## config.mk

```make
export PLATFORM = sky130hd
export DESIGN_NAME = rit_timer
export DESIGN_NICKNAME = d
export VERILOG_FILES = /design/src/verilog/rit_pkg.sv /design/src/verilog/rit_arbiter.sv /design/src/verilog/rit_prescaler.sv /design/src/verilog/rit_timer.sv
export VERILOG_INCLUDE_DIRS = /design/src /design/src/verilog
export SDC_FILE = /design/constraint.sdc
export NUM_CORES = 1
export LEC_CHECK = 0
export BUFFER_PORTS_ARGS = -buffer_cell sky130_fd_sc_hd__clkbuf_2
export CORE_MARGIN = 3
export CORE_UTILIZATION = 55
export CTS_CLUSTER_DIAMETER = 50
export CTS_CLUSTER_SIZE = 12
export DETAILED_ROUTE_END_ITERATION = 7
export GPL_TIMING_DRIVEN = 0
export PLACE_DENSITY_LB_ADDON = 0.05
export SYNTH_ARGS = -nofsm -noshare
export SYNTH_HDL_FRONTEND = slang
export SYNTH_HIERARCHICAL = 1
export SYNTH_SLANG_ARGS = --single-unit
```

## constraint.sdc

```tcl
create_clock -name hclk -period 2.74 [get_ports hclk]
set_clock_uncertainty 0.1 [all_clocks]
set_input_delay 0.548 -clock hclk [delete_from_list [all_inputs] [get_ports hclk]]
set_output_delay 0.548 -clock hclk [all_outputs]
set_load 0.01 [all_outputs]
```

## src/verilog/rit_cfg.svh

```systemverilog
`ifndef RIT_CFG_SVH
`define RIT_CFG_SVH
// ****************************************************
// register byte offsets
// ****************************************************
`define RIT_OFS_CTRL_STATUS 8'h00
`define RIT_OFS_COUNTER 8'h04
`define RIT_OFS_MATCH 8'h08
`define RIT_OFS_REFRESH_CTRL 8'h0C
`define RIT_OFS_BUS_RELEASE 8'h10
`define RIT_OFS_POWER 8'h14
// ****************************************************
// timer control/status field positions
// ****************************************************
`define RIT_BIT_MATCH_FLAG 7
`define RIT_BIT_MATCH_IRQ_EN 6
`define RIT_POS_CLK_SEL 3
// ****************************************************
// refresh control field positions
// ****************************************************
`define RIT_BIT_DYN_MEM_EN 0
`define RIT_BIT_PSEUDO_EN 1
// ****************************************************
// reset values
// ****************************************************
`define RIT_RST_COUNTER 8'h00
`define RIT_RST_MATCH 8'hFF
`define RIT_RST_CLK_SEL 3'h0
// ****************************************************
// timing
// ****************************************************
`define RIT_CLK_PERIOD_NS 4
`define RIT_LONG_WAIT_NS 64
`define RIT_LONG_WAIT_CYC (`RIT_LONG_WAIT_NS / `RIT_CLK_PERIOD_NS)
`endif

```

## src/verilog/rit_pkg.sv

```systemverilog
package rit_pkg;
  typedef enum logic [1:0] {
    RIT_IDLE = 2'b00,
    RIT_WAIT_BUS = 2'b01,
    RIT_CYCLE = 2'b11
  } rit_refresh_state_type;

  typedef enum logic [1:0] {
    RIT_GRANT_CPU = 2'b00,
    RIT_GRANT_DMA = 2'b01,
    RIT_GRANT_REFRESH = 2'b10,
    RIT_GRANT_EXT = 2'b11
  } rit_grant_type;
endpackage : rit_pkg

```

## src/verilog/rit_arbiter.sv

```systemverilog
`timescale 1ns/10ps
// ****************************************************
// fixed priority bus arbiter
// ****************************************************
module rit_arbiter
  import rit_pkg::*;
(
  // requests
  input wire logic req_ext,
  input wire logic req_refresh,
  input wire logic req_dma,
  // decision
  output rit_grant_type grant
);
  always_comb begin
    if (req_ext) begin
      grant = RIT_GRANT_EXT;
    end else if (req_refresh) begin
      grant = RIT_GRANT_REFRESH;
    end else if (req_dma) begin
      grant = RIT_GRANT_DMA;
    end else begin
      grant = RIT_GRANT_CPU;
    end
  end
endmodule : rit_arbiter

```

## src/verilog/rit_prescaler.sv

```systemverilog
`timescale 1ns/10ps
`include "rit_cfg.svh"
// ****************************************************
// free running divider giving the prescaled clock sources
// ****************************************************
module rit_prescaler #(
  parameter int DIV_BITS = 13
) (
  // clock and reset
  input wire logic hclk,
  input wire logic hresetn,
  // control
  input wire logic run,
  // prescaled levels
  output logic [DIV_BITS-1:0] div_levels
);
  typedef struct packed {
    logic [DIV_BITS-1:0] count;
  } rit_prescaler_state_type;

  rit_prescaler_state_type state;
  rit_prescaler_state_type next_state;

  always_comb begin
    next_state = state;
    if (run) begin
      next_state.count = state.count + {{(DIV_BITS-1){1'b0}}, 1'b1};
    end
  end

  always_ff @(posedge hclk or negedge hresetn) begin
    if (!hresetn) begin
      state <= '0;
    end else begin
      state <= next_state;
    end
  end

  assign div_levels = state.count;
endmodule : rit_prescaler

```

## src/verilog/rit_timer.sv

```systemverilog
`timescale 1ns/10ps
`include "rit_cfg.svh"
// Behaviour
// - match signal sets the match flag to one.
// - match signal fires when counter leaves the matching value.
// - timer runs in sleep, stops fully in hardware standby.
// - software standby resets counter and flag bits 7, 6 only.
// - a counter clear beats a simultaneous counter write.
// - a counter write beats a simultaneous increment.
// - a match register write suppresses a simultaneous compare match.
// - counter clock is the falling edge of selected prescaled source.
// - source switch from high to low counts as one falling edge.
// - match interrupt requested when flag set and enable bit set.
// - a counter write with dynamic memory enabled drives chip select low.
// - no refresh starts while released, in software standby, or long wait.
// - requests during bus release collapse into one later refresh.
// - requests during long waits are held as one pending refresh.
// - standby entry racing a bus request may release bus one state.
// - grant order: external master, refresh, dma, processor.
// - first refresh request after reset or standby runs no cycle.
module rit_timer
  import rit_pkg::*;
#(
  parameter int REFRESH_CYCLES = 4
) (
  // clock and reset
  input wire logic hclk,
  input wire logic hresetn,
  // ahb-lite slave
  input wire logic hsel,
  input wire logic [7:0] haddr,
  input wire logic [1:0] htrans,
  input wire logic hwrite,
  input wire logic [2:0] hsize,
  input wire logic [31:0] hwdata,
  input wire logic hready,
  output logic [31:0] hrdata,
  output logic hreadyout,
  output logic hresp,
  // bus environment
  input wire logic ext_bus_req,
  input wire logic dma_bus_req,
  input wire logic bus_wait,
  // memory, interrupt and bus grant pins
  output logic match_interrupt,
  output logic refresh_strobe_pin_n,
  output logic area3_chip_select_n,
  output logic ext_bus_grant,
  output logic dma_bus_grant
);
  localparam int WAIT_CYC = `RIT_LONG_WAIT_CYC;

  typedef struct packed {
    logic [7:0] refresh_counter;
    logic [7:0] match_constant_reg;
    logic match_flag;
    logic match_irq_enable;
    logic [2:0] clock_select_field;
    logic dyn_mem_enable;
    logic pseudo_static_enable;
    logic bus_release_enable;
    logic sleep_mode;
    logic soft_standby;
    logic hard_standby;
    logic was_match;
    logic src_prev;
    logic first_req_done;
    logic pending;
    logic [7:0] wait_count;
    logic [2:0] cyc_count;
    rit_refresh_state_type fsm;
    logic wr_pend;
    logic [7:0] wr_addr;
    logic [31:0] rdata;
    logic irq;
    logic strobe_n;
    logic cs3_n;
    logic ext_gnt;
    logic dma_gnt;
  } rit_state_type;

  rit_state_type state;
  rit_state_type next_state;
  logic [12:0] div_levels;
  logic src_level;
  rit_grant_type grant;
  logic ext_sync1;
  logic ext_sync2;

  // ****************************************************
  // prescaler and arbiter
  // ****************************************************
  rit_prescaler #(.DIV_BITS(13)) u_prescaler (
    .hclk(hclk),
    .hresetn(hresetn),
    .run(!state.hard_standby && !state.soft_standby),
    .div_levels(div_levels)
  );

  rit_arbiter u_arbiter (
    .req_ext(ext_sync2 && state.bus_release_enable),
    .req_refresh(state.fsm != RIT_IDLE),
    .req_dma(dma_bus_req),
    .grant(grant)
  );

  always_ff @(posedge hclk or negedge hresetn) begin
    if (!hresetn) begin
      ext_sync1 <= 1'b0;
      ext_sync2 <= 1'b0;
    end else begin
      ext_sync1 <= ext_bus_req;
      ext_sync2 <= ext_sync1;
    end
  end

  // selected source; code 0 is the halted state
  always_comb begin
    unique case (state.clock_select_field)
      3'd0: src_level = 1'b0;
      3'd1: src_level = div_levels[0];
      3'd2: src_level = div_levels[2];
      3'd3: src_level = div_levels[4];
      3'd4: src_level = div_levels[6];
      3'd5: src_level = div_levels[8];
      3'd6: src_level = div_levels[10];
      3'd7: src_level = div_levels[12];
    endcase
  end

  // ****************************************************
  // next state
  // ****************************************************
  logic incr;
  logic match_sig;
  logic wr_cnt;
  logic wr_match;
  logic addr_phase;
  logic [7:0] wd;

  always_comb begin
    next_state = state;
    wd = hwdata[7:0];
    addr_phase = hsel && htrans[1] && hready;
    wr_cnt = state.wr_pend && state.wr_addr == `RIT_OFS_COUNTER;
    wr_match = state.wr_pend && state.wr_addr == `RIT_OFS_MATCH;
    next_state.src_prev = src_level;
    // source falling, including a high to low switchover
    incr = state.src_prev && !src_level && !state.hard_standby
      && !state.soft_standby;
    // match leaves on the counter clock after equality
    match_sig = incr && state.was_match && !wr_match;
    if (incr) begin
      next_state.was_match =
        (state.refresh_counter + 8'h01) == state.match_constant_reg;
    end
    if (match_sig) begin
      next_state.refresh_counter = `RIT_RST_COUNTER;
      next_state.was_match = state.match_constant_reg == 8'h00;
      next_state.match_flag = 1'b1;
    end else if (wr_cnt) begin
      next_state.refresh_counter = wd;
      next_state.was_match = wd == state.match_constant_reg;
    end else if (incr) begin
      next_state.refresh_counter = state.refresh_counter + 8'h01;
    end
    // bus write data phase
    next_state.wr_pend = 1'b0;
    if (state.wr_pend) begin
      unique case (state.wr_addr)
        `RIT_OFS_CTRL_STATUS: begin
          if (!wd[`RIT_BIT_MATCH_FLAG] && !match_sig) begin
            next_state.match_flag = 1'b0;
          end
          next_state.match_irq_enable = wd[`RIT_BIT_MATCH_IRQ_EN];
          next_state.clock_select_field = wd[`RIT_POS_CLK_SEL +: 3];
        end
        `RIT_OFS_MATCH: begin
          next_state.match_constant_reg = wd;
          next_state.was_match = state.refresh_counter == wd;
        end
        `RIT_OFS_REFRESH_CTRL: begin
          next_state.dyn_mem_enable = wd[`RIT_BIT_DYN_MEM_EN];
          next_state.pseudo_static_enable = wd[`RIT_BIT_PSEUDO_EN];
        end
        `RIT_OFS_BUS_RELEASE: next_state.bus_release_enable = wd[0];
        `RIT_OFS_POWER: begin
          next_state.sleep_mode = wd[0];
          next_state.soft_standby = wd[1];
          next_state.hard_standby = wd[2];
        end
        default: ;
      endcase
    end
    if (addr_phase) begin
      next_state.wr_pend = hwrite;
      next_state.wr_addr = haddr;
      unique case (haddr)
        `RIT_OFS_CTRL_STATUS: next_state.rdata = {24'h00_0000,
          state.match_flag, state.match_irq_enable,
          state.clock_select_field, 3'h0};
        `RIT_OFS_COUNTER: next_state.rdata = {24'h00_0000,
          state.refresh_counter};
        `RIT_OFS_MATCH: next_state.rdata = {24'h00_0000,
          state.match_constant_reg};
        `RIT_OFS_REFRESH_CTRL: next_state.rdata = {30'h0000_0000,
          state.pseudo_static_enable, state.dyn_mem_enable};
        `RIT_OFS_BUS_RELEASE: next_state.rdata = {31'h0000_0000,
          state.bus_release_enable};
        `RIT_OFS_POWER: next_state.rdata = {29'h0000_0000,
          state.hard_standby, state.soft_standby, state.sleep_mode};
        default: next_state.rdata = 32'h0000_0000;
      endcase
    end
    // refresh request sequencing
    if (bus_wait) begin
      if (state.wait_count != 8'hFF) begin
        next_state.wait_count = state.wait_count + 8'h01;
      end
    end else begin
      next_state.wait_count = 8'h00;
    end
    if (match_sig && (state.dyn_mem_enable || state.pseudo_static_enable))
    begin
      if (!state.first_req_done) begin
        next_state.first_req_done = 1'b1;
      end else begin
        next_state.pending = 1'b1;
      end
    end
    unique case (state.fsm)
      RIT_IDLE: begin
        if (state.pending) begin
          next_state.fsm = RIT_WAIT_BUS;
        end
      end
      RIT_WAIT_BUS: begin
        // one held request waits out release and long waits
        if (grant == RIT_GRANT_REFRESH && !bus_wait
          && !state.soft_standby) begin
          next_state.fsm = RIT_CYCLE;
          next_state.pending = 1'b0;
          next_state.cyc_count = 3'h0;
        end
      end
      RIT_CYCLE: begin
        next_state.cyc_count = state.cyc_count + 3'h1;
        if (state.cyc_count == 3'(REFRESH_CYCLES - 1)) begin
          next_state.fsm = RIT_IDLE;
        end
      end
      default: next_state.fsm = RIT_IDLE;
    endcase
    // software or hardware standby
    if (state.soft_standby || state.hard_standby) begin
      next_state.refresh_counter = `RIT_RST_COUNTER;
      next_state.match_flag = 1'b0;
      next_state.match_irq_enable = 1'b0;
      next_state.was_match = 1'b0;
      next_state.first_req_done = 1'b0;
      next_state.pending = 1'b0;
      next_state.fsm = RIT_IDLE;
    end
    next_state.irq = next_state.match_flag
      && next_state.match_irq_enable;
    // strobe held low only by its own refresh; cs3 low on counter write while enabled
    next_state.strobe_n = !(next_state.fsm == RIT_CYCLE);
    next_state.cs3_n = !(next_state.dyn_mem_enable
      && state.wr_pend && state.wr_addr == `RIT_OFS_COUNTER);
    next_state.ext_gnt = grant == RIT_GRANT_EXT;
    next_state.dma_gnt = grant == RIT_GRANT_DMA;
  end

  always_ff @(posedge hclk or negedge hresetn) begin
    if (!hresetn) begin
      state <= '0;
      state.match_constant_reg <= `RIT_RST_MATCH;
      state.clock_select_field <= `RIT_RST_CLK_SEL;
      state.strobe_n <= 1'b1;
      state.cs3_n <= 1'b1;
      state.fsm <= RIT_IDLE;
    end else begin
      state <= next_state;
    end
  end

  assign hrdata = state.rdata;
  assign hreadyout = 1'b1;
  assign hresp = 1'b0;
  assign match_interrupt = state.irq;
  assign refresh_strobe_pin_n = state.strobe_n;
  assign area3_chip_select_n = state.cs3_n;
  assign ext_bus_grant = state.ext_gnt;
  assign dma_bus_grant = state.dma_gnt;

  // ****************************************************
  // assertions
  // ****************************************************
  property p_flag_set;
    @(posedge hclk) disable iff (!hresetn)
    match_sig && !state.soft_standby && !state.hard_standby
      |=> state.match_flag;
  endproperty
  a_flag_set: assert property (p_flag_set)
    else $error("match flag not set after match");

  property p_match_late;
    @(posedge hclk) disable iff (!hresetn)
    match_sig |-> $past(state.refresh_counter == state.match_constant_reg);
  endproperty
  a_match_late: assert property (p_match_late)
    else $error("match fired without prior equality");

  property p_clear;
    @(posedge hclk) disable iff (!hresetn)
    match_sig |=> state.refresh_counter == 8'h00;
  endproperty
  a_clear: assert property (p_clear)
    else $error("counter not cleared on match");

  property p_hard_stop;
    @(posedge hclk) disable iff (!hresetn)
    state.hard_standby |-> !incr;
  endproperty
  a_hard_stop: assert property (p_hard_stop)
    else $error("counter clock ran in hardware standby");

  property p_soft_keep;
    @(posedge hclk) disable iff (!hresetn)
    state.soft_standby && !state.wr_pend |=>
      state.refresh_counter == 8'h00 && !state.match_flag
      && $stable(state.match_constant_reg);
  endproperty
  a_soft_keep: assert property (p_soft_keep)
    else $error("standby reset wrong");

  property p_write_wins;
    @(posedge hclk) disable iff (!hresetn)
    wr_cnt && !match_sig && !state.soft_standby && !state.hard_standby
      |=> state.refresh_counter == $past(hwdata[7:0]);
  endproperty
  a_write_wins: assert property (p_write_wins)
    else $error("counter write lost to increment");

  property p_match_inhibit;
    @(posedge hclk) disable iff (!hresetn)
    wr_match |-> !match_sig;
  endproperty
  a_match_inhibit: assert property (p_match_inhibit)
    else $error("match not inhibited by match write");

  property p_irq;
    @(posedge hclk) disable iff (!hresetn)
    state.match_flag && state.match_irq_enable && !state.soft_standby
      && !state.hard_standby && !state.wr_pend |=> match_interrupt;
  endproperty
  a_irq: assert property (p_irq)
    else $error("interrupt missing");

  property p_no_refresh;
    @(posedge hclk) disable iff (!hresetn)
    state.fsm == RIT_WAIT_BUS && (ext_sync2 && state.bus_release_enable)
      |=> state.fsm != RIT_CYCLE;
  endproperty
  a_no_refresh: assert property (p_no_refresh)
    else $error("refresh ran while bus released");

  property p_priority;
    @(posedge hclk) disable iff (!hresetn)
    ext_sync2 && state.bus_release_enable |=> ext_bus_grant;
  endproperty
  a_priority: assert property (p_priority)
    else $error("external master not granted first");
endmodule : rit_timer
```

== Word level (Yosys, flattened, before mapping) ==
Index checks and enable logic that the tools add are counted.
W data, S select, Z words.

* Register bits: 97
* Output and inout bits: 39

* $add $sub $neg: 3
* Equal/unequal tests: 28
* Muxes and demuxes: 34
* Reduce and logical (&&, ||, !) cells: 44

{| class="wikitable"
|+ Operators with widths
! operator !! count
|-
| $pmux W8 S6 || 1
|-
| $mux W41 || 1
|-
| $eq A8 B4 Y1 const B || 4
|-
| $eq A8 B5 Y1 const B || 4
|-
| $mux W8 || 4
|-
| $eq A8 B8 Y1 || 3
|-
| $logic_not A8 Y1 || 3
|-
| $logic_and A1 B1 Y1 || 18
|-
| $mux W2 || 9
|-
| $eq A8 B3 Y1 const B || 2
|-
| $add A13 B1 Y13 const B || 1
|-
| $eq A3 B3 Y1 const B || 4
|-
| $mux W1 || 12
|-
| $mux W12 || 1
|-
| $reduce_and A2 Y1 || 6
|-
| $mux W5 || 2
|-
| $eq A3 B2 Y1 const B || 3
|-
| $logic_not A1 Y1 || 9
|-
| $add A8 B1 Y8 const B || 1
|-
| $eq A2 B2 Y1 const B || 4
|-
| $pmux W1 S8 || 1
|-
| $pmux W2 S3 || 1
|-
| $pmux W3 S2 || 1
|-
| $reduce_bool A2 Y1 || 3
|-
| 9 further kinds || 11
|}

== Depth between registers and ports, before layout ==
* Word-level depth: 16
* Depth in mapped cells: 8
* Gate-level depth less buffers: 7

== Cells and area by module ==
Netlist, hierarchy kept.

{| class="wikitable"
|+ By module, submodules not included
! module !! instances !! cells an instance !! area each (sq um) !! sequential area each (sq um)
|-
| rit_timer || 1 || 343 || 3555.9 || 1514.0
|-
| rit_prescaler || 1 || 43 || 563.0 || 325.3
|-
| rit_arbiter || 1 || 3 || 17.5 || 0.0
|}

== Worst setup path before layout ==
No wires, ideal clock.

* Path kind: register to register
* From: reg state[46] in the netlist's numbering
* To: reg state[48] in the netlist's numbering
* Arrival: 1.764 ns
* Required time: 2.513 ns
* Slack: 0.750 ns
* Stages on the path, launching flop included: 8
* Buffers on the path: 0
* Period minus slack after synthesis: 1.990 ns
* Path through: dfrtp_1 or2_2 inv_1 a21o_1 or4b_1 nor3b_1 nand3b_1 o21ai_0

* Longest elaborated chain between the ends: 8
* Elaborated cells on any way between the ends: 12
* Classes of those cells: eq/ne (4); mux (3); reduce/logical (5)

{| class="wikitable"
|+ RTL lines
! element !! line !! text
|-
| start, declared || rit_timer.sv:82 || <nowiki>rit_state_type state;</nowiki>
|-
| start signal, assigned || rit_timer.sv:283 || <nowiki>state <= next_state;</nowiki>
|-
| $reduce_bool A2 Y1 || rit_timer.sv:102 || <nowiki>.req_refresh(state.fsm != RIT_IDLE),</nowiki>
|-
| $mux W2 || rit_arbiter.sv:18 || <nowiki>end else if (req_refresh) begin</nowiki>
|-
| $mux W2 || rit_arbiter.sv:16 || <nowiki>if (req_ext) begin</nowiki>
|-
| net grant[0] || rit_timer.sv:86 || <nowiki>rit_grant_type grant;</nowiki>
|-
| $eq A2 B2 Y1 || rit_timer.sv:239 || <nowiki>if (grant == RIT_GRANT_REFRESH && !bus_wait</nowiki>
|-
| $logic_and A1 B1 Y1 || rit_timer.sv:239 ||
|-
| $logic_and A1 B1 Y1 || rit_timer.sv:240 || <nowiki>&& !state.soft_standby) begin</nowiki>
|-
| $ne A2 B2 Y1 (no line) || -- ||
|-
| $reduce_and A2 Y1 (no line) || -- ||
|}

The timed path passes the listed nets, and every way through them passes these cells.
A chain may end at the register's enable or synchronous reset.

== Worst setup path in the final report ==
Same ends and word-level chain as after synthesis.

==> out/qor.csv <==
stage,metric,value,unit
routing,wl on met1,4.186,mm
clock_tree,CTS root buf,clkbuf_8,
synth,Gate Count Post-Synth,389,
synth,"Seq/Total Area, Yosys",0.4446,
timing,Fin Setup TNS,0,ns
routing,routed wire length,8.772,mm
clock_tree,post-CTS sizing,0,
die,I/O pins,92,
routing,average vias per placed instance,5.307,
placed_design,placed cells,544,
routing,drc violations,0,
layout,fraction of layout cells with a size suffix above 1,0.3204,
grt,number of global-route vias before repair,2892,
routing,Post-DRT Antenna Nets,0,
timing,fmax,436.2,MHz
synth,most common cell in the netlist,dfrtp_1,
timing,Slew Limit Headroom,0.5621,
synth,share of the synthesized area in the top cell type,0.3811,
synth,Mean Syn Cell Area,10.63,um2
die,Initial Utilization,0.5862,
worst_setup_path,WP data required,2.86,ns
timing,pins over their slew limit,0,
die,# rows,30,
synth,Mapped Area,0.004136,mm2
die,core area,0.007057,mm2
timing,Final Cycle Share,0.8367,
clock_tree,"Hold-fix buffers, CTS",1,
synth,"Primary FF master, synth",dfrtp_1,
routing,1st-iter DRT viols,143,
timing,post-layout minimum cycle time,2.293,ns
layout,Ant. Diodes,0,
worst_setup_path,critical path capture point type,flip-flop,
synth,synth cell count leaders,"dfrtp_1, buf_4, nand2_1, mux2_2, xnor2_1",
layout,Fill cells,576,
power,P_leak,2.181,nW
layout,P&R area growth vs syn,15.15,%
layout,Nets,517,
worst_setup_path,worst path arrival time,2.41,ns
power,PD cells,520.7,mW/mm2
grt,largest net degree at the start of global routing,57,
synth,post-synth cell types,60,
clock_tree,Bufs on Longest Clock Path,2,
hold_path,HP Class,in2reg,
timing,RSZ-0062 raised after global routing,false,
run,max_cap viols,0,
die,DIE HEIGHT,92.72,um
routing,top sig layer,met4,
clock_tree,Sinks on Clock Net,73,
synth,asr flop ratio synth,1.000,
power,Max VDD drop,0.0003261,V
layout,final design area excluding fillers,0.004763,mm2
timing,worst-margin pin slew,0.6569,ns
worst_setup_path,Worst Path Max Fanout,6,
layout,Final Non-Filler Cells,561,
placed_design,Post-DP HPWL,6.355,mm
synth,leading post-synthesis cells by cell area,"dfrtp_1, mux2_2, buf_4, dfstp_2, xnor2_1",
routing,met2 wire len,3.958,mm
run_status,status,"finished, final reports clean",
routing,DR WL/cell,15.64,um
placed_design,gpl congestion,0.8485,
synth,Seq cells post-synth,73,
grt,first-pass GRT wire length,14.44,mm
synth,number of synthesized flops with an enable pin,0,
die,die area,0.008597,mm2
timing,endpoints failing setup,0,
routing,met3 wire len,493,um
grt,grt ovf,0,
timing,Final Hold Fails,0,
grt,initial antenna violation count,0,
synth,Ys Warns,6,
clock_tree,TritonCTS clock tree,yes,
routing,Vias,2977,
die,die width,92.72,um
synth,cell taking the most area after synthesis,dfrtp_1,
clock_tree,setup bufs post-CTS,0,
grt,Global Route Usage Sum,0.2157,
placed_design,I/O Buffers,34,
clock_tree,Clock Pin Slew Worst Setup and Hold Paths,0.07,ns
clock_tree,clk_lat worst skew,0.34,ns
worst_setup_path,Setup crit start kind,flip-flop,
routing,Pre-antenna DRT Iters,5,
clock_tree,htree depth,3,
worst_setup_path,kind of critical path,reg2reg,
placed_design,DP Area,0.004547,mm2
clock_tree,cts bufs inserted,9,
## worst paths after layout
kind                                          start                              to  slack, ns  depth (start not counted)
worst min-delay path                    ext_bus_req             ext_sync1$_DFF_PN0_       0.21                          1
min in group asynchronous                   hresetn           state[43]$_DFFE_PN0P_       0.55                          2
worst max-delay path            state[46]$_DFF_PN0_           state[48]$_DFFE_PN0P_       0.45                          7
max in group asynchronous                   hresetn  refresh_strobe_pin_n$_DFF_PN1_       1.38                          3
worst min register to register  ext_sync1$_DFF_PN0_             ext_sync2$_DFF_PN0_       0.25                          0
worst max register to register  state[46]$_DFF_PN0_           state[48]$_DFFE_PN0P_       0.45                          7
## logic make-up (layout without fill, tap and decap cells)
kind of cell,count (synthesis),count (layout),synth area share
buffers and inverters,60,112,0.09256
adder cells (fa/ha/maj),4,4,0.01210
other,2,26,0.001816
AO/OA/AOI/OAI,60,60,0.09377
multiplexers,44,44,0.1186
AND/OR/NAND/NOR,109,109,0.1564
flip-flops,73,73,0.4446
XOR/XNOR,37,37,0.08016
## flip-flops by register name, summed over array words and instances, names as in the netlist
signal and flops:
ext_bus_grant 1, hrdata 8, ext_sync2 1, area3_chip_select_n 1, ext_sync1 1, match_interrupt 1
refresh_strobe_pin_n 1, dma_bus_grant 1, u_prescaler/div_levels 13, state 45
## stage by stage
stage	setup WS, ns	power (W)	hold WS [ns]	utilization
finish	0.4474	0.002480	0.2074	0.6750
global route	0.3168	0.002589	0.1909	0.6750
CTS	0.5005	0.002501	0.1901	0.6750
detailed placement	0.4931	0.001626	0.2355	0.6443
global placement	0.4068	0.001610	0.2322	0.6401
floorplan	0.7496	0.001517	0.1524	-
## routing by layer
layer,vias up,GRT usage
li1,1447,-
met1,1421,0.3088
met2,100,0.3329
met3,9,0.04549
met4,0,0.05983
met5,-,0
## where the power goes
group	internal, W	leakage (nW)	total, W	switching, W
clock network	0.000471	0.103	0.000870	0.000400
logic	0.000173	1.16	0.000339	0.000166
registers	0.00117	0.917	0.00127	0.0000976
total	0.00182	2.18	0.00248	0.000663
## cell type report
cell class	instances	area (um2)	share of cell area
clock inverters	4	51.30	0.01077
multi-input cells	280	2004	0.4208
clock buffers	12	155.1	0.03257
well taps	96	120.1	0.02522
inverters	9	36.28	0.007618
repair buffers	36	210.2	0.04413
plain buffers	51	346.6	0.07276
flip-flops and latches	73	1839	0.3861
## placed cells by master, fill, tap and decap left out, types with 5 or more instances in the layout
| cell type | n |
|---|---|
| nand4_1 | 6 |
| nor3_1 | 9 |
| o22ai_1 | 8 |
| mux2i_1 | 16 |
| dfrtp_1 | 63 |
| and2_1 | 5 |
| dfstp_2 | 10 |
| a21oi_1 | 14 |
| mux2_2 | 26 |
| nor2b_1 | 6 |
| clkbuf_8 | 11 |
| xor2_1 | 13 |
| a22o_1 | 8 |
| nand3_1 | 8 |
| o21ai_0 | 12 |
| xnor2_1 | 23 |
| nor2_1 | 9 |
| clkbuf_2 | 33 |
| conb_1 | 26 |
| inv_1 | 8 |
| clkbuf_1 | 8 |
| buf_4 | 36 |
| nand2_1 | 31 |
## worst max-delay path, cell delays in order (launching register included)
cell and delay (ns):
dfrtp_1 0.43, or2_2 0.15, inv_1 0.03, a21o_1 0.18
or4b_1 0.52, nor3b_1 0.51, nand3b_1 0.18, o21ai_0 0.08
No activity file was read; power rests on OpenSTA's default activity.
